--- src/hdl/pwm_unit_regs.svh ---
// Register offsets, field positions, reset values and widths of the PWM unit
`ifndef PWM_UNIT_REGS_SVH
`define PWM_UNIT_REGS_SVH

// Byte offsets of the 32-bit register words
`define OFS_COUNT 8'h00
`define OFS_DUTY 8'h04
`define OFS_CTRL 8'h08
`define OFS_ACTIVE 8'h0c
`define OFS_MODE 8'h10

// Control word: low byte pwm_control_c, high byte compare_force
`define PPR_MSB 2
`define PPR_LSB 0
`define SF_B_BIT 4
`define SF_A_BIT 5
`define FORCE_A_BIT 8
`define FORCE_B_BIT 9

// Mode word
`define EN_A_BIT 0
`define EN_B_BIT 1
`define CLKOUT_BIT 2

// Duty and active-duty words: channel a in the upper byte
`define CH_A_MSB 15
`define CH_A_LSB 8
`define CH_B_MSB 7
`define CH_B_LSB 0

// Selector values and counter windows
`define PPR_EXT 3'h7
`define FAST_LSB 0
`define SLOW_LSB 7
`define FAST_END 15'h00ff
`define SLOW_END 15'h7fff
`define FAST_MASK 15'h00ff

// Reset values
`define COUNT_RST 16'h0000
`define DUTY_RST 8'h00
`define CTRL_RST 8'h00

`endif

--- src/hdl/pwm_unit_pkg.sv ---
// Types shared by the PWM unit
package pwm_unit_pkg;

  // One PWM channel: software duty, active duty, force bits and pin
  typedef struct packed {
    logic [7:0] duty;
    logic [7:0] active;
    logic force_req;
    logic force_live;
    logic pin;
  } chan_t;

  // Entire state of the unit
  typedef struct packed {
    chan_t a;
    chan_t b;
    logic [15:0] count;
    logic [6:0] presc;
    logic [2:0] ppr;
    logic sf_a;
    logic sf_b;
    logic [2:0] mode;
    logic [2:0] ext_sync;
    logic ext_level;
    logic pready;
    logic pslverr;
    logic [31:0] prdata;
  } pwm_state_t;

endpackage

--- src/hdl/dual_channel_pwm_unit.sv ---
// Two-channel PWM unit with shared prescaled counter, APB register access
//
// Overview of operation
// RULE1 - After reset the counter runs from system clock divided by two.
// RULE2 - Software picks one of seven prescaler taps or the external clock pin.
// RULE3 - Counter reads never disturb it; a word read is coherent.
// RULE4 - Counter clears on reset; writes accepted only in freeze or test mode.
// RULE5 - Fifteen counter bits feed both channels; per-channel slow/fast bit.
// RULE6 - Fast mode uses count bits 7..0, slow mode bits 14..7.
// RULE7 - Slow period is exactly 128 fast periods.
// RULE8 - Select 000 divides by 2, doubling to 128 at 110; 111 is external.
// RULE9 - Output rate is counter clock over 256 fast, over 32768 slow.
// RULE10 - Duty zero is always low; duty N is high for N/256 of period.
// RULE11 - Duty registers reachable as single bytes or one 16-bit word.
// RULE12 - Force-high gives continuous high, starting when current cycle ends.
// RULE13 - New duty is copied to the active buffer at cycle end.
// RULE14 - Duty and control registers reset to zero, always read/write.
// RULE15 - Control byte low, compare-force byte high; force bits lowest two.
// RULE16 - Active duty buffers are read-only, byte or word access.
// RULE17 - With PWM disabled, force bits drive the pins; reads return pins.
// RULE18 - Channel a pin may output the counter clock instead.
// RULE19 - Pin high while selected eight count bits are below active duty.
//
// The implementer's own choices: the placing of the registers and the APB slave port.
`include "pwm_unit_regs.svh"

module dual_channel_pwm_unit
  import pwm_unit_pkg::*;
(
  // Clock and reset
  input wire logic clk_sys,
  input wire logic sys_rst,
  // APB slave
  input wire logic psel,
  input wire logic penable,
  input wire logic pwrite,
  input wire logic [7:0] paddr,
  input wire logic [31:0] pwdata,
  input wire logic [3:0] pstrb,
  output logic [31:0] prdata,
  output logic pready,
  output logic pslverr,
  // Device mode straps from system logic
  input wire logic freeze_mode,
  input wire logic test_mode,
  // External counter clock pin, asynchronous
  input wire logic ext_clk_pin,
  // PWM pins
  output logic pwm_pin_a,
  output logic pwm_pin_b
);

  pwm_state_t st;
  pwm_state_t next_st;
  logic tick;
  logic ext_rise;
  logic cyc_end_a;
  logic cyc_end_b;
  logic access;
  logic wr_now;
  logic count_wr_ok;
  logic clk_level;

  // Prescaler tap strobe: tap k fires once every 2^(k+1) system clocks
  // The divider is never cleared on a select change, so the first tick after
  // a change may come early; later ticks keep the exact tap rate
  function automatic logic tap_tick(input logic [6:0] presc, input logic [2:0] sel);
    logic [7:0] mask;
    mask = (8'h02 << sel) - 8'h01;
    return &(presc | ~mask[6:0]);
  endfunction

  // Eight count bits that a channel compares against
  function automatic logic [7:0] duty_slice(input logic [15:0] cnt, input logic slow);
    return slow ? cnt[`SLOW_LSB +: 8] : cnt[`FAST_LSB +: 8];
  endfunction

  // Last count of a PWM period: 256 counts fast, 32768 counts slow
  function automatic logic period_end(input logic [15:0] cnt, input logic slow);
    return slow ? (cnt[14:0] == `SLOW_END) : ((cnt[14:0] & `FAST_MASK) == `FAST_END);
  endfunction

  // Byte-lane merge of a 16-bit field; bytes not strobed keep their value
  function automatic logic [15:0] merge16(input logic [15:0] old,
                                          input logic [15:0] wd,
                                          input logic [1:0] strb);
    logic [15:0] res;
    res = old;
    if (strb[0]) begin
      res[7:0] = wd[7:0];
    end
    if (strb[1]) begin
      res[15:8] = wd[15:8];
    end
    return res;
  endfunction

  // One channel's next state: buffer load at period end and pin level
  function automatic chan_t chan_next(input chan_t c, input logic [15:0] cnt,
                                      input logic slow, input logic at_end,
                                      input logic enable, input logic clk_sel,
                                      input logic clk_lvl);
    chan_t r;
    r = c;
    // RULE13 buffer at period end
    // RULE12 force takes hold at period end
    if (at_end) begin
      r.active = c.duty;
      r.force_live = c.force_req;
    end
    // RULE17 pin as plain output
    if (!enable) begin
      r.pin = c.force_req;
    // RULE18 counter clock out
    end else if (clk_sel) begin
      r.pin = clk_lvl;
    end else if (c.force_live) begin
      r.pin = 1'b1;
    end else begin
      // RULE19 compare each count
      // RULE10 zero duty never high
      r.pin = duty_slice(cnt, slow) < c.active;
    end
    return r;
  endfunction

  // Address decode of mapped words
  function automatic logic addr_known(input logic [7:0] a);
    return (a == `OFS_COUNT) || (a == `OFS_DUTY) || (a == `OFS_CTRL) ||
           (a == `OFS_ACTIVE) || (a == `OFS_MODE);
  endfunction

  assign access = psel & penable;
  assign wr_now = access & st.pready & pwrite;
  assign count_wr_ok = freeze_mode | test_mode;

  // Next-state logic for counter, channels and register slave
  always_comb begin
    next_st = st;
    next_st.presc = st.presc + 7'h01;
    // Pin synchroniser: stage 0 feeds stage 1 only; stages 1 and 2 vote
    next_st.ext_sync = {st.ext_sync[1:0], ext_clk_pin};
    ext_rise = 1'b0;
    if ((st.ext_sync[1] == st.ext_sync[2]) && (st.ext_sync[2] != st.ext_level)) begin
      next_st.ext_level = st.ext_sync[2];
      ext_rise = st.ext_sync[2];
    end
    // RULE8 tap select map
    // RULE2 tap or external pin
    // RULE1 divide by two after reset
    if (st.ppr == `PPR_EXT) begin
      tick = ext_rise;
      clk_level = st.ext_level;
    end else begin
      tick = tap_tick(st.presc, st.ppr);
      clk_level = st.presc[st.ppr];
    end
    // RULE5 shared counter, per-channel mode
    if (tick) begin
      next_st.count = st.count + 16'h0001;
    end
    // RULE7 slow is 128 fast periods
    // RULE9 period 256 or 32768 counts
    cyc_end_a = tick & period_end(st.count, st.sf_a);
    cyc_end_b = tick & period_end(st.count, st.sf_b);
    // RULE6 fast or slow window
    next_st.a = chan_next(st.a, st.count, st.sf_a, cyc_end_a, st.mode[`EN_A_BIT],
                          st.mode[`CLKOUT_BIT], clk_level);
    next_st.b = chan_next(st.b, st.count, st.sf_b, cyc_end_b, st.mode[`EN_B_BIT],
                          1'b0, clk_level);

    // APB: one wait state, answer registered at end of first access cycle
    // Trade-off: the wait state buys a registered prdata and a count snapshot
    // taken at one edge, so a word read of the counter is always coherent
    next_st.pready = access & ~st.pready;
    if (access & ~st.pready) begin
      next_st.pslverr = ~addr_known(paddr);
      next_st.prdata = 32'h0000_0000;
      // RULE3 coherent count read
      if (paddr == `OFS_COUNT) begin
        next_st.prdata[15:0] = st.count;
      // RULE11 duty word
      end else if (paddr == `OFS_DUTY) begin
        next_st.prdata[15:0] = {st.a.duty, st.b.duty};
      // RULE15 control and force word
      end else if (paddr == `OFS_CTRL) begin
        next_st.prdata[`PPR_MSB:`PPR_LSB] = st.ppr;
        next_st.prdata[`SF_B_BIT] = st.sf_b;
        next_st.prdata[`SF_A_BIT] = st.sf_a;
        // RULE17 force bits read pins
        next_st.prdata[`FORCE_A_BIT] = st.a.pin;
        next_st.prdata[`FORCE_B_BIT] = st.b.pin;
      // RULE16 read-only buffers
      end else if (paddr == `OFS_ACTIVE) begin
        next_st.prdata[15:0] = {st.a.active, st.b.active};
      end else if (paddr == `OFS_MODE) begin
        next_st.prdata[2:0] = st.mode;
      end
    end else if (!access) begin
      next_st.pslverr = 1'b0;
    end

    // Writes land at the edge where the master sees pready high
    if (wr_now) begin
      // RULE4 count writable only in freeze or test
      if (paddr == `OFS_COUNT) begin
        if (count_wr_ok) begin
          next_st.count = merge16(st.count, pwdata[15:0], pstrb[1:0]);
        end
      // RULE11 byte or word duty write
      end else if (paddr == `OFS_DUTY) begin
        {next_st.a.duty, next_st.b.duty} =
          merge16({st.a.duty, st.b.duty}, pwdata[15:0], pstrb[1:0]);
      // RULE14 control writable any time
      end else if (paddr == `OFS_CTRL) begin
        if (pstrb[0]) begin
          next_st.ppr = pwdata[`PPR_MSB:`PPR_LSB];
          next_st.sf_b = pwdata[`SF_B_BIT];
          next_st.sf_a = pwdata[`SF_A_BIT];
        end
        // RULE15 force bits in high byte
        if (pstrb[1]) begin
          next_st.a.force_req = pwdata[`FORCE_A_BIT];
          next_st.b.force_req = pwdata[`FORCE_B_BIT];
        end
      end else if (paddr == `OFS_MODE) begin
        if (pstrb[0]) begin
          next_st.mode = pwdata[2:0];
        end
      end
    end
  end

  // State register; every field resets to zero
  // RULE14 zero reset values
  // RULE4 count clears on reset
  always_ff @(posedge clk_sys) begin
    if (sys_rst) begin
      st <= '0;
    end else begin
      st <= next_st;
    end
  end

  // Outputs straight from the state register
  assign prdata = st.prdata;
  assign pready = st.pready;
  assign pslverr = st.pslverr;
  assign pwm_pin_a = st.a.pin;
  assign pwm_pin_b = st.b.pin;

  // Zero active duty keeps channel b low while it is enabled and unforced
  a_duty_zero_low: assert property ( // RULE10
    @(posedge clk_sys) disable iff (sys_rst)
    (st.mode[`EN_B_BIT] && !st.b.force_live && st.b.active == `DUTY_RST) |=> !pwm_pin_b)
    else $error("channel b high with zero duty");

  a_force_high_hold: assert property ( // RULE12
    @(posedge clk_sys) disable iff (sys_rst)
    (st.mode[`EN_A_BIT] && !st.mode[`CLKOUT_BIT] && st.a.force_live) [*2] |=> pwm_pin_a)
    else $error("forced channel a not high");

  a_buffer_end_only: assert property ( // RULE13
    @(posedge clk_sys) disable iff (sys_rst)
    !cyc_end_a |=> (st.a.active == $past(st.a.active)))
    else $error("active duty a changed mid period");

  a_buffer_takes_duty: assert property ( // RULE13
    @(posedge clk_sys) disable iff (sys_rst)
    cyc_end_b |=> (st.b.active == $past(st.b.duty)))
    else $error("active duty b not loaded at period end");

  a_count_readonly: assert property ( // RULE4
    @(posedge clk_sys) disable iff (sys_rst)
    !count_wr_ok |=> (st.count == $past(st.count) ||
                      st.count == $past(st.count) + 16'h0001))
    else $error("count moved other than by one");

  a_count_reset_zero: assert property ( // RULE4
    @(posedge clk_sys)
    sys_rst |=> (st.count == `COUNT_RST && st.ppr == 3'h0))
    else $error("count or select not cleared by reset");

  a_div2_tick: assert property ( // RULE1
    @(posedge clk_sys) disable iff (sys_rst)
    (st.ppr == 3'h0 && !wr_now) |=> (tick != $past(tick)))
    else $error("divide by two tap not alternating");

  a_gpio_drive: assert property ( // RULE17
    @(posedge clk_sys) disable iff (sys_rst)
    !st.mode[`EN_B_BIT] |=> (pwm_pin_b == $past(st.b.force_req)))
    else $error("pin b not following force bit");

  a_apb_answer: assert property ( // RULE3
    @(posedge clk_sys) disable iff (sys_rst)
    (access && !pready) |=> pready ##1 !pready)
    else $error("apb answer not one cycle after access");

  a_unmapped_err: assert property ( // RULE3
    @(posedge clk_sys) disable iff (sys_rst)
    (access && !pready && !addr_known(paddr)) |=> (pslverr && pready))
    else $error("unmapped address not flagged");

  // Counter checks: it moves only on a tick or on a permitted write
  a_count_step: assert property ( // RULE5
    @(posedge clk_sys) disable iff (sys_rst)
    (tick && !wr_now) |=> (st.count == $past(st.count) + 16'h0001))
    else $error("count missed a tick");

  a_count_idle: assert property ( // RULE2
    @(posedge clk_sys) disable iff (sys_rst)
    (!tick && !wr_now) |=> (st.count == $past(st.count)))
    else $error("count moved without a tick");

  a_count_write: assert property ( // RULE4
    @(posedge clk_sys) disable iff (sys_rst)
    (wr_now && paddr == `OFS_COUNT && count_wr_ok && pstrb[1:0] == 2'h3) |=>
      (st.count == 16'($past(pwdata))))
    else $error("permitted count write lost");

  a_ext_tick_gap: assert property ( // RULE2
    @(posedge clk_sys) disable iff (sys_rst)
    (st.ppr == `PPR_EXT && tick && !wr_now) |=> !tick)
    else $error("external clock ticked twice in a row");

  // Channel checks: compare window of channel b, zero duty of channel a, buffer timing of both channels, force timing and pin drive of channel a, pin readback
  a_fast_high: assert property ( // RULE19
    @(posedge clk_sys) disable iff (sys_rst)
    (st.mode[`EN_B_BIT] && !st.sf_b && !st.b.force_live &&
     st.count[`FAST_LSB +: 8] < st.b.active) |=> pwm_pin_b)
    else $error("fast channel b low below duty");

  a_fast_low: assert property ( // RULE19
    @(posedge clk_sys) disable iff (sys_rst)
    (st.mode[`EN_B_BIT] && !st.sf_b && !st.b.force_live &&
     st.count[`FAST_LSB +: 8] >= st.b.active) |=> !pwm_pin_b)
    else $error("fast channel b high at or above duty");

  a_slow_high: assert property ( // RULE6
    @(posedge clk_sys) disable iff (sys_rst)
    (st.mode[`EN_B_BIT] && st.sf_b && !st.b.force_live &&
     st.count[`SLOW_LSB +: 8] < st.b.active) |=> pwm_pin_b)
    else $error("slow channel b low below duty");

  a_slow_low: assert property ( // RULE6
    @(posedge clk_sys) disable iff (sys_rst)
    (st.mode[`EN_B_BIT] && st.sf_b && !st.b.force_live &&
     st.count[`SLOW_LSB +: 8] >= st.b.active) |=> !pwm_pin_b)
    else $error("slow channel b high at or above duty");

  a_duty_zero_a: assert property ( // RULE10
    @(posedge clk_sys) disable iff (sys_rst)
    (st.mode[`EN_A_BIT] && !st.mode[`CLKOUT_BIT] && !st.a.force_live &&
     st.a.active == `DUTY_RST) |=> !pwm_pin_a)
    else $error("channel a high with zero duty");

  a_gpio_drive_a: assert property ( // RULE17
    @(posedge clk_sys) disable iff (sys_rst)
    !st.mode[`EN_A_BIT] |=> (pwm_pin_a == $past(st.a.force_req)))
    else $error("pin a not following force bit");

  a_buffer_end_b: assert property ( // RULE13
    @(posedge clk_sys) disable iff (sys_rst)
    !cyc_end_b |=> (st.b.active == $past(st.b.active)))
    else $error("active duty b changed mid period");

  a_buffer_takes_a: assert property ( // RULE13
    @(posedge clk_sys) disable iff (sys_rst)
    cyc_end_a |=> (st.a.active == $past(st.a.duty)))
    else $error("active duty a not loaded at period end");

  a_force_end_only: assert property ( // RULE12
    @(posedge clk_sys) disable iff (sys_rst)
    !cyc_end_a |=> (st.a.force_live == $past(st.a.force_live)))
    else $error("force on channel a took hold mid period");

  a_pin_readback: assert property ( // RULE17
    @(posedge clk_sys) disable iff (sys_rst)
    (access && !pready && paddr == `OFS_CTRL) |=>
      (prdata[`FORCE_A_BIT] == $past(pwm_pin_a) &&
       prdata[`FORCE_B_BIT] == $past(pwm_pin_b)))
    else $error("force bits do not read pin levels");

endmodule

--- config.mk ---
export PLATFORM = sky130hd
export DESIGN_NAME = dual_channel_pwm_unit
export DESIGN_NICKNAME = d
export VERILOG_FILES = /design/src/hdl/pwm_unit_pkg.sv /design/src/hdl/dual_channel_pwm_unit.sv
export VERILOG_INCLUDE_DIRS = /design/src /design/src/hdl
export SDC_FILE = /design/constraint.sdc
export NUM_CORES = 1
export LEC_CHECK = 0
export BUFFER_PORTS_ARGS = -buffer_cell sky130_fd_sc_hd__buf_2
export CAP_MARGIN = 20
export CELL_PAD_IN_SITES_DETAIL_PLACEMENT = 1
export CELL_PAD_IN_SITES_GLOBAL_PLACEMENT = 2
export CORE_MARGIN = 10
export CORE_UTILIZATION = 37
export CTS_CLUSTER_DIAMETER = 120
export DETAILED_ROUTE_END_ITERATION = 16
export PLACE_DENSITY_LB_ADDON = 0.1
export SETUP_SLACK_MARGIN = 0.1
export SLEW_MARGIN = 40
export SYNTH_ARGS = -nofsm -noshare
export SYNTH_HDL_FRONTEND = slang
export SYNTH_SLANG_ARGS = --single-unit
--- constraint.sdc ---
create_clock -name clk_sys -period 4.5 [get_ports clk_sys]
set_input_delay 0.225 -clock clk_sys [delete_from_list [all_inputs] [get_ports clk_sys]]
set_output_delay 0.225 -clock clk_sys [all_outputs]
set_load 0.1 [all_outputs]
# --- Word level (Yosys, flattened, before mapping) ---
# Cells that the tools add are included.
word_totals:
  regBits: 91
  latch_bits: 0
  mem_bits_rw: 0
  romBits: 0
  in_bits: 52
  wordCells: 100
  n_memories: 0
op_classes:
  addsub: 3
  n_mul: 0
  n_div: 0
  n_lt_le_gt_ge: 3
  n_eq_ne: 12
  shifts: 1
  muxes: 33
  n_bitwise: 14
  n_reduce_logical: 12
op_table:
  columns: ["operator", "n"]
  rows:
  - ["2-to-1 mux 16 bit", 6]
  - ["2-to-1 mux 8 bit", 4]
  - ["adder 16 x 1 -> 16 bit (second input constant)", 1]
  - ["equality test 8 x 4 -> 1 bit (second input constant)", 2]
  - ["less-than comparator 8 bit", 2]
  - ["equality test 15 bit (second input constant)", 1]
  - ["2-to-1 mux 1 bit", 14]
  - ["2-to-1 mux 13 bit", 1]
  - ["AND reduction 5 bit", 2]
  - ["2-to-1 mux 3 bit", 3]
  - ["equality test 8 x 3 -> 1 bit (second input constant)", 1]
  - ["equality test 8 x 5 -> 1 bit (second input constant)", 1]
  - ["equality test 8 bit (second input constant)", 1]
  - ["zero test 8 bit", 1]
  - ["!= test 4 bit (second input constant)", 2]
  - ["AND reduction 4 bit", 2]
  - ["adder 7 x 1 -> 7 bit (second input constant)", 1]
  - ["NOT 7 bit", 1]
  - ["bitwise OR 7 bit", 1]
  - ["AND reduction 7 bit", 1]
  - ["<< shifter 2 x 3 -> 7 bit (first input constant)", 1]
  - ["subtractor 7 x 1 -> 7 bit (second input constant)", 1]
  - ["bitwise AND 1 bit", 6]
  - ["2-to-1 mux 2 bit", 3]
  - ["12 further kinds", 19]

# --- Depth between registers and ports, before layout ---
# Gate-level depths: netlist (run 1).
logic_depth:
  ltp_word: 10
  ltp_mapped: 11

# --- Worst setup path after synthesis (run 1) ---
# OpenSTA, ideal clock, no wires.
synth_timing:
  path_type: "register -> register"
  from: "register st, in the netlist pready"
  to: "register st[54] (netlist name)"
  setup_ns: 0.112
  arrival_ns: 2.632
  path_slack_ns: 1.756
  path_stages_with_launch: 8
  path_buffers: 2
  period_less_slack_ns: 2.744
  path_cell_list: "dfxtp_1 > nand4_1 > nor4b_4 > and2_1 > buf_4 > a211oi_2 > buf_2 > a2111oi_1"
synth_via:
  elab_chain_cells: 3
  elab_cells_between_ends: 4
  classes_between: "1 x eq/ne; 1 x mux; 2 x bitwise"
synth_rtl:
  columns: ["item", "line_no", "text"]
  rows:
  - ["start: declaration", "dual_channel_pwm_unit.sv:53", "pwm_state_t st;"]
  - ["start signal: assignment", "dual_channel_pwm_unit.sv:241", "st <= next_st;"]
  - ["bitwise AND 1 bit * (2 in a row)", "dual_channel_pwm_unit.sv:134", "assign wr_now = access & st.pready & pwrite;"]
  - ["!= test 4 bit (no line) or 2-to-1 mux 16 bit (tied branches)", null, null]
# Mark *: on every way between the ends. The rest lies on a longest branch, timed or not.
# A chain may end at the register's enable or synchronous reset.

# --- Worst setup path after layout (run 1) ---
layout_timing:
  from: "register st[43] (netlist name)"
  to: "register st[58] (netlist name)"
layout_via:
  elab_chain_cells: 10
  elab_cells_between_ends: 11
  classes_between: "1 x add/sub; 1 x eq/ne; 1 x shift; 5 x mux; 2 x bitwise; 1 x reduce/logical"
layout_rtl:
  columns: ["item", "line_no", "text"]
  rows:
  - ["<< shifter 2 x 3 -> 7 bit", "dual_channel_pwm_unit.sv:69", "mask = (8'h02 << sel) - 8'h01;"]
  - ["subtractor 7 x 1 -> 7 bit", "dual_channel_pwm_unit.sv:69", null]
  - ["NOT 7 bit", "dual_channel_pwm_unit.sv:70", "return &(presc | ~mask[6:0]);"]
  - ["bitwise OR 7 bit", "dual_channel_pwm_unit.sv:70", null]
  - ["AND reduction 7 bit", "dual_channel_pwm_unit.sv:70", null]
  - ["2-to-1 mux 1 bit *", "dual_channel_pwm_unit.sv:151", "if (st.ppr == `PPR_EXT) begin"]
  - ["2-to-1 mux 16 bit *", "dual_channel_pwm_unit.sv:159", "if (tick) begin"]
  - ["2-to-1 mux 16 bit", "dual_channel_pwm_unit.sv:207", "if (count_wr_ok) begin"]
  - ["2-to-1 mux 16 bit", "dual_channel_pwm_unit.sv:206", "if (paddr == `OFS_COUNT) begin"]
  - ["2-to-1 mux 16 bit *", "dual_channel_pwm_unit.sv:204", "if (wr_now) begin"]
# Marked as above.

==> impl_metrics.csv, run 1 <==
group,metric,value,unit
outcome,outcome,"finished clean",
setup_path,required,4740,ps
hold_path,holdCritPathClass,"primary input to flop",
clock_network,cts_hold_buffers,0,
power,p_leak,2.25,nW
sta,max_freq,310,MHz
clock_network,post-cts-setup-buffer-count,0,
synthesis,synth_warnings,0,
synthesis,netlist_area,5080,sq um
die,chipWidth,137,microns
clock_network,cts_buffers,9,
run,maxCapViolations,0,
die,initial_core_util,0.380,
route,vias,4215,
placed_design,place_ws,1270,ps
layout,instances_no_fill,776,
layout,layout.nets,664,
sta,tns,0,ps
clock_network,h-tree-depth,3,
route,drc_errors,0,
placed_design,dp_cells,760,
synthesis,synth_ff_type,"dfxtp_1",
global_route,grt_pass1_vias,4338,
placed_design,gp_congestion,0.843,
layout,n_fill_cell,1576,
power,p_total,1.89,mW
global_route,grt-ovfl-total,0,
route,wirelength,15400,microns
layout,drive_above_1_share,0.173,
die,ios,88,
route,dr.pass1.iters,4,
sta,worst_pin_slew,779,ps
synthesis,synth_seq_cells,91,
sta,setup_viol,0,
die,rows,42,
clock_network,cts_tree,"done",
power,power_density,336,nW/um^2
setup_path,crit_type,"flop to flop",
layout,num_antenna_cells,0,
clock_network,post_cts_resized,0,
global_route,gr-usage-met2,0.260,
placed_design,port-buffer-count,53,
synthesis,syn_area_per_cell,8.84,sq um
layout,area_growth,11.0,%
synthesis,synthDistinctLibCells,61,
die,die_area,18800,sq um
global_route,grtUsageMet3,0.0345,
setup_path,worst-endpoint-arrival,3460,ps
hold_path,min_path_cells,2,
sta,finalMaxSlewViolations,0,
sta,skew,9.27,ps
sta,period_share,0.716,
global_route,antenna_found_initial,0,
die,die_y,137,microns
synthesis,syn_inst,574,
synthesis,seq_area_frac_synth,0.359,
placed_design,place_hpwl,11500,microns
sta,rsz0062_at_grt,"false",
clock_network,clockRootBuffer,"clkbuf_16",
setup_path,worstRegToRegCells,8,
setup_path,crit_path_end_kind,"flop",
layout,fin_util,0.422,
global_route,track_usage,0.167,
sta,relSlewSlack,0.480,
clock_network,clk-insertion-delay-late,350,ps
power,vdd_ir_drop_max,0.139,mV
setup_path,path_max_fanout,11,
sta,post-route-min-period,3220,ps
clock_network,clkSinkCount,91,
global_route,met1_usage,0.227,
sta,worst_slack,1280,ps
sta,hold_viol_final,0,
route,drtIter0Drc,219,
clock_network,clkSlewWorstSetupHoldPaths,70,ps
global_route,grt_max_degree,54,
route,avgRoutedWirePerCell,19.9,microns
die,core-area,13300,sq um
setup_path,startpoint_type,"flop",
synthesis,synth_edf_count,0,
global_route,busiest_layer,"met2",
synthesis,async_flop_share,0,
clock_network,cts_max_path_buffers,2,
global_route,grt_pass1_wl,24500,microns
route,detail_route.vias_per_cell,5.43,
route,final_antenna_net_count,0,
[final cells by class]
cell class | instances | area (sq um) | area share
Multi-Input combinational cell | 412 | 2860 | 0.507
Sequential cell | 91 | 1820 | 0.323
Timing Repair Buffer | 59 | 310 | 0.0551
Clock buffer | 11 | 243 | 0.0431
Tap cell | 176 | 220 | 0.0391
Clock inverter | 5 | 100 | 0.0178
Inverter | 22 | 82.6 | 0.0147
[sequential cells by signal, summed over array words and instances, names as in the netlist]
register,count
next_st,2
prdata,16
pready,1
pslverr,1
pwm_pin_a,1
pwm_pin_b,1
st,69
[power by group]
part           internal, mW  switching (mW)  total, mW
sequential            0.814          0.0109      0.825
combinational        0.0389           0.149      0.188
clock                 0.557           0.326      0.882
[cells in the mapped netlist (11+ instances only)]
cell type  number  area [sq um]
mux2_2         17           191
o21ai_0        15          75.1
nand3_1        20           100
a21oi_1        26           130
nor3_1         11          55.1
inv_1          22          82.6
mux2i_1        55           551
buf_4          33           248
ha_1           17           213
clkbuf_1       17          63.8
nand2_1        43           161
dfxtp_1        91          1820
nor2_1         68           255
[critical path, stage by stage (launching register included)]
cell	delay (ps)
dfxtp_1	430
or3_1	420
ha_1	250
and3_1	190
a311oi_1	260
o22ai_1	240
a211oi_2	720
a41oi_1	210
a2111oi_0	390
[per-stage QoR]
step / hold WS (ps) / instance area (sq um)
3_5_place_dp: 435 / 5290
5_1_grt: 114 / 5630
3_3_place_gp: 438 / 5290
2_1_floorplan: 353 / 5130
4_1_cts: 76.1 / 5630
6_report: 83.6 / 5630
[path summary, 6_finish.rpt]
| kind | startpoint | endpoint | slack [ps] |
|---|---|---|---|
| worst max register to register | st[43]$_SDFFE_PP0P_ | st[58]$_SDFFE_PP0P_ | 1280 |
| worst min-delay path | ext_clk_pin | next_st[36]$_SDFF_PP0_ | 80 |
| worst min register to register | prdata[10]$_SDFFE_PP0P_ | prdata[10]$_SDFFE_PP0P_ | 450 |
| worst max-delay path | st[43]$_SDFFE_PP0P_ | st[58]$_SDFFE_PP0P_ | 1280 |
[routing by layer]
| metal | wire length (microns) | share of wire |
|---|---|---|
| met1 | 7370 | 0.48 |
| met2 | 7110 | 0.46 |
| met3 | 773 | 0.050 |
| met4 | 180 | 0.012 |
| met5 | 0 | 0 |
[cell families after synthesis]
logic type | count (synthesis) | share of synthesized area
DFF | 91 | 0.359
buffers and inverters | 86 | 0.0910
muxes | 76 | 0.164
adders and majority gates | 17 | 0.0419
xor gates and xnor gates | 6 | 0.0104
other | 1 | 0.000739
AOI/OAI and AO/OA | 102 | 0.143
and+or+nand+nor | 195 | 0.191
[layout by cell type (no fill, tap or decap), drive strengths merged, types with 3 or more instances in the layout]
master  netlist  final
nor4          6      6
conb          1     16
clkbuf       17     11
nand2        43     43
nand2b        3      3
a211oi        8      8
mux2         17     17
nand4b        3      3
nor2b         6      6
inv          22     22
and3         10     10
mux4          4      4
xnor2         4      4
a21o          3      3
o311ai        4      4
nor2         68     68
o21ai        15     15
nand4         3      3
or4           4      4
a31oi         8      8
o21bai        3      3
mux2i        55     55
a311oi        8      8
buf          47     59
nor3         11     11
ha           17     17
and2          3      3
a222oi        3      3
nand3        20     20
nor3b         5      5
a41oi         3      3
bufinv        0      3
a22o          5      5
a21oi        26     26
dfxtp        91     91
Power figures use the tool's default switching activity.
==> inputs of run 2 (changes only) <==
Settings changed: ABC_AREA set to 1, CORE_UTILIZATION 37 to 31.
Clock period 4.5 ns to 3.2 ns, I/O delays scaled along.
==> run 2 against run 1 <==
Net effect:
- sequential share of layout area shrank 1.8 points
- wire length grew 22%
- via count is 25% higher
- clock power rose by 27%
- final area grew 5.9%
- die area increased by 22%
- count of clock-buffer cells in the layout decreased by 1
- critical path depth up 3
- maximum frequency up 26%
- critical path type unchanged
- critical endpoint is now st[72]$_SDFFE_PP0P_
- highest routed layer unchanged
==> impl_metrics.csv, run 2 <==
group,metric,value,unit
outcome,outcome,"finished clean",
clock_network,clkSinkCount,91,
sta,hold_viol_final,0,
placed_design,port-buffer-count,53,
global_route,track_usage,0.169,
die,chipWidth,152,microns
clock_network,cts_buffers,9,
sta,worst_slack,642,ps
power,p_total,2.64,mW
clock_network,cts_tree,"done",
synthesis,synth_top_area_frac,0.339,
clock_network,cts_hold_buffers,0,
route,wirelength,18900,microns
clock_network,clkSlewWorstSetupHoldPaths,70,ps
sta,period_share,0.799,
route,drc_errors,0,
clock_network,clockRootBuffer,"clkbuf_16",
layout,regMostFlops,"st",
route,dr.pass1.iters,4,
setup_path,path_common_cell,"nor2_1",
setup_path,path_max_fanout,17,
synthesis,syn_inst,795,
placed_design,gp_congestion,0.836,
clock_network,cts_max_path_buffers,2,
setup_path,crit_type,"flop to flop",
synthesis,yosys.area.top_type,"dfxtp_1",
sta,finalMaxSlewViolations,0,
synthesis,synthTopCellsByArea,"dfxtp_1 34%, nand2_1 10%, o21ai_0 8.1%",
synthesis,ys_top_cells_by_count,"143 x nand2_1, 97 x inv_1, 91 x dfxtp_1, 87 x o21ai_0, 81 x a21oi_1",
synthesis,netlist_area,5380,sq um
die,rows,48,
sta,setup_viol,0,
global_route,grt_pass1_vias,5483,
global_route,antenna_found_initial,0,
die,ios,88,
layout,instances_no_fill,1048,
layout,drive_above_1_share,0.136,
die,core-area,17200,sq um
setup_path,startpoint_type,"flop",
hold_path,holdCritPathClass,"primary input to flop",
setup_path,worst-endpoint-arrival,2790,ps
sta,holdWs,21.2,ps
synthesis,seq_area_frac_synth,0.339,
global_route,grt-ovfl-total,0,
route,final_antenna_net_count,0,
placed_design,dp_cells,1031,
synthesis,syn_area_per_cell,6.77,sq um
synthesis,synth_edf_count,0,
layout,layout_commonest_cell,"nand2_1",
sta,tns,0,ps
power,vdd_ir_drop_max,0.247,mV
route,vias,5255,
synthesis,synth_seq_cells,91,
clock_network,clk-insertion-delay-late,350,ps
sta,rsz0062_at_grt,"false",
sta,relSlewSlack,0.579,
layout,num_antenna_cells,0,
clock_network,post-cts-setup-buffer-count,0,
setup_path,crit_path_end_kind,"flop",
synthesis,synth_most_common_cell,"nand2_1",
power,p_leak,2.46,nW
setup_path,slowest_delay,590,ps
sta,worst_pin_slew,632,ps
placed_design,place_hpwl,14500,microns
layout,largest_reg_flops,69,
synthesis,synthDistinctLibCells,37,
route,detail_route.vias_per_cell,5.01,
setup_path,required,3430,ps
setup_path,critPathBufInv,0,
layout,layout_common_cells,"143 x nand2_1, 97 x inv_1, 91 x dfxtp_1, 87 x o21ai_0, 81 x a21oi_1",
setup_path,slowest_stage,"dfxtp_1",
synthesis,async_flop_share,0,
route,drtIter0Drc,182,
sta,skew,6.76,ps
placed_design,place_ws,625,ps
power,power_density,442,nW/um^2
global_route,grt_pass1_wl,30300,microns
route,avgRoutedWirePerCell,18.0,microns
global_route,grt_max_degree,36,
setup_path,path_cells,"nand3_1 > ha_1 > nor2_1 > nor2_1 > nand2_1 > nor2_1 > nand3_2 > nand2_4 > nand2_2 > o21ai_0 > a21oi_1",
layout,layout.nets,887,
setup_path,crit_family,"simple AND/OR/NAND/NOR gates",
sta,post-route-min-period,2560,ps
run,maxCapViolations,0,
clock_network,h-tree-depth,3,
die,initial_core_util,0.313,
synthesis,synth_ff_type,"dfxtp_1",
die,die_y,152,microns
layout,area_growth,10.9,%
synthesis,synth_warnings,0,
clock_network,post_cts_resized,0,
die,die_area,23000,sq um
sta,max_freq,391,MHz
-- run 2: metal layers --
layer,vias up,track usage,wire (microns)
met5,-,0,0
met4,0,0.0453,299
met3,21,0.0288,687
met2,79,0.276,8860
met1,2527,0.225,9020
li1,2628,-,-
-- run 2: worst reg2reg max path, delay by kind of cell (launching register included) --
| kind | cells | cell delay, ps |
|---|---|---|
| adder cells (fa/ha/maj) | 1 | 290 |
| AO/OA/AOI/OAI | 2 | 300 |
| AND/OR/NAND/NOR | 8 | 1260 |
| flip-flops | 1 | 590 |
-- run 2: metrics by stage --
stage                     utilization  instance area, sq um
after floorplan                     -                  5440
after global placement          0.329                  5650
after detailed placement        0.329                  5650
after CTS                       0.347                  5960
after global routing            0.347                  5970
final                           0.347                  5970
-- run 2: layout make-up --
class                           instances  area, sq um
Fill cell                            2234        11200
Multi-Input combinational cell        549         2820
Sequential cell                        91         1820
Inverter                              101          379
Timing Repair Buffer                   66          363
Tap cell                              225          282
Clock buffer                           10          239
Clock inverter                          6         63.8
-- run 2: final timing paths --
kind	start	endpoint	slack [ps]	cells after the start
worst min register to register	next_st[36]$_SDFF_PP0_	next_st[37]$_SDFF_PP0_	410	2
worst max register to register	st[43]$_SDFFE_PP0P_	st[72]$_SDFFE_PP0P_	640	11
worst min-delay path	ext_clk_pin	next_st[36]$_SDFF_PP0_	20	3
worst max-delay path	st[43]$_SDFFE_PP0P_	st[72]$_SDFFE_PP0P_	640	11
-- run 2: cells by family (layout without fill, tap and decap cells) --
group / count (synthesis) / after routing / share of synthesized area
simple gates: 301 / 301 / 0.249
fa+ha+maj: 17 / 17 / 0.0395
xor+xnor: 7 / 7 / 0.0114
other cells: 1 / 16 / 0.000697
compound gates: 208 / 208 / 0.212
buf+inv: 170 / 183 / 0.149
flops: 91 / 91 / 0.339
-- run 2: power by group --
group	total, mW	switching, mW	internal (mW)
Sequential	1.16	0.0119	1.15
Clock	1.12	0.496	0.628
Combinational	0.349	0.289	0.0597
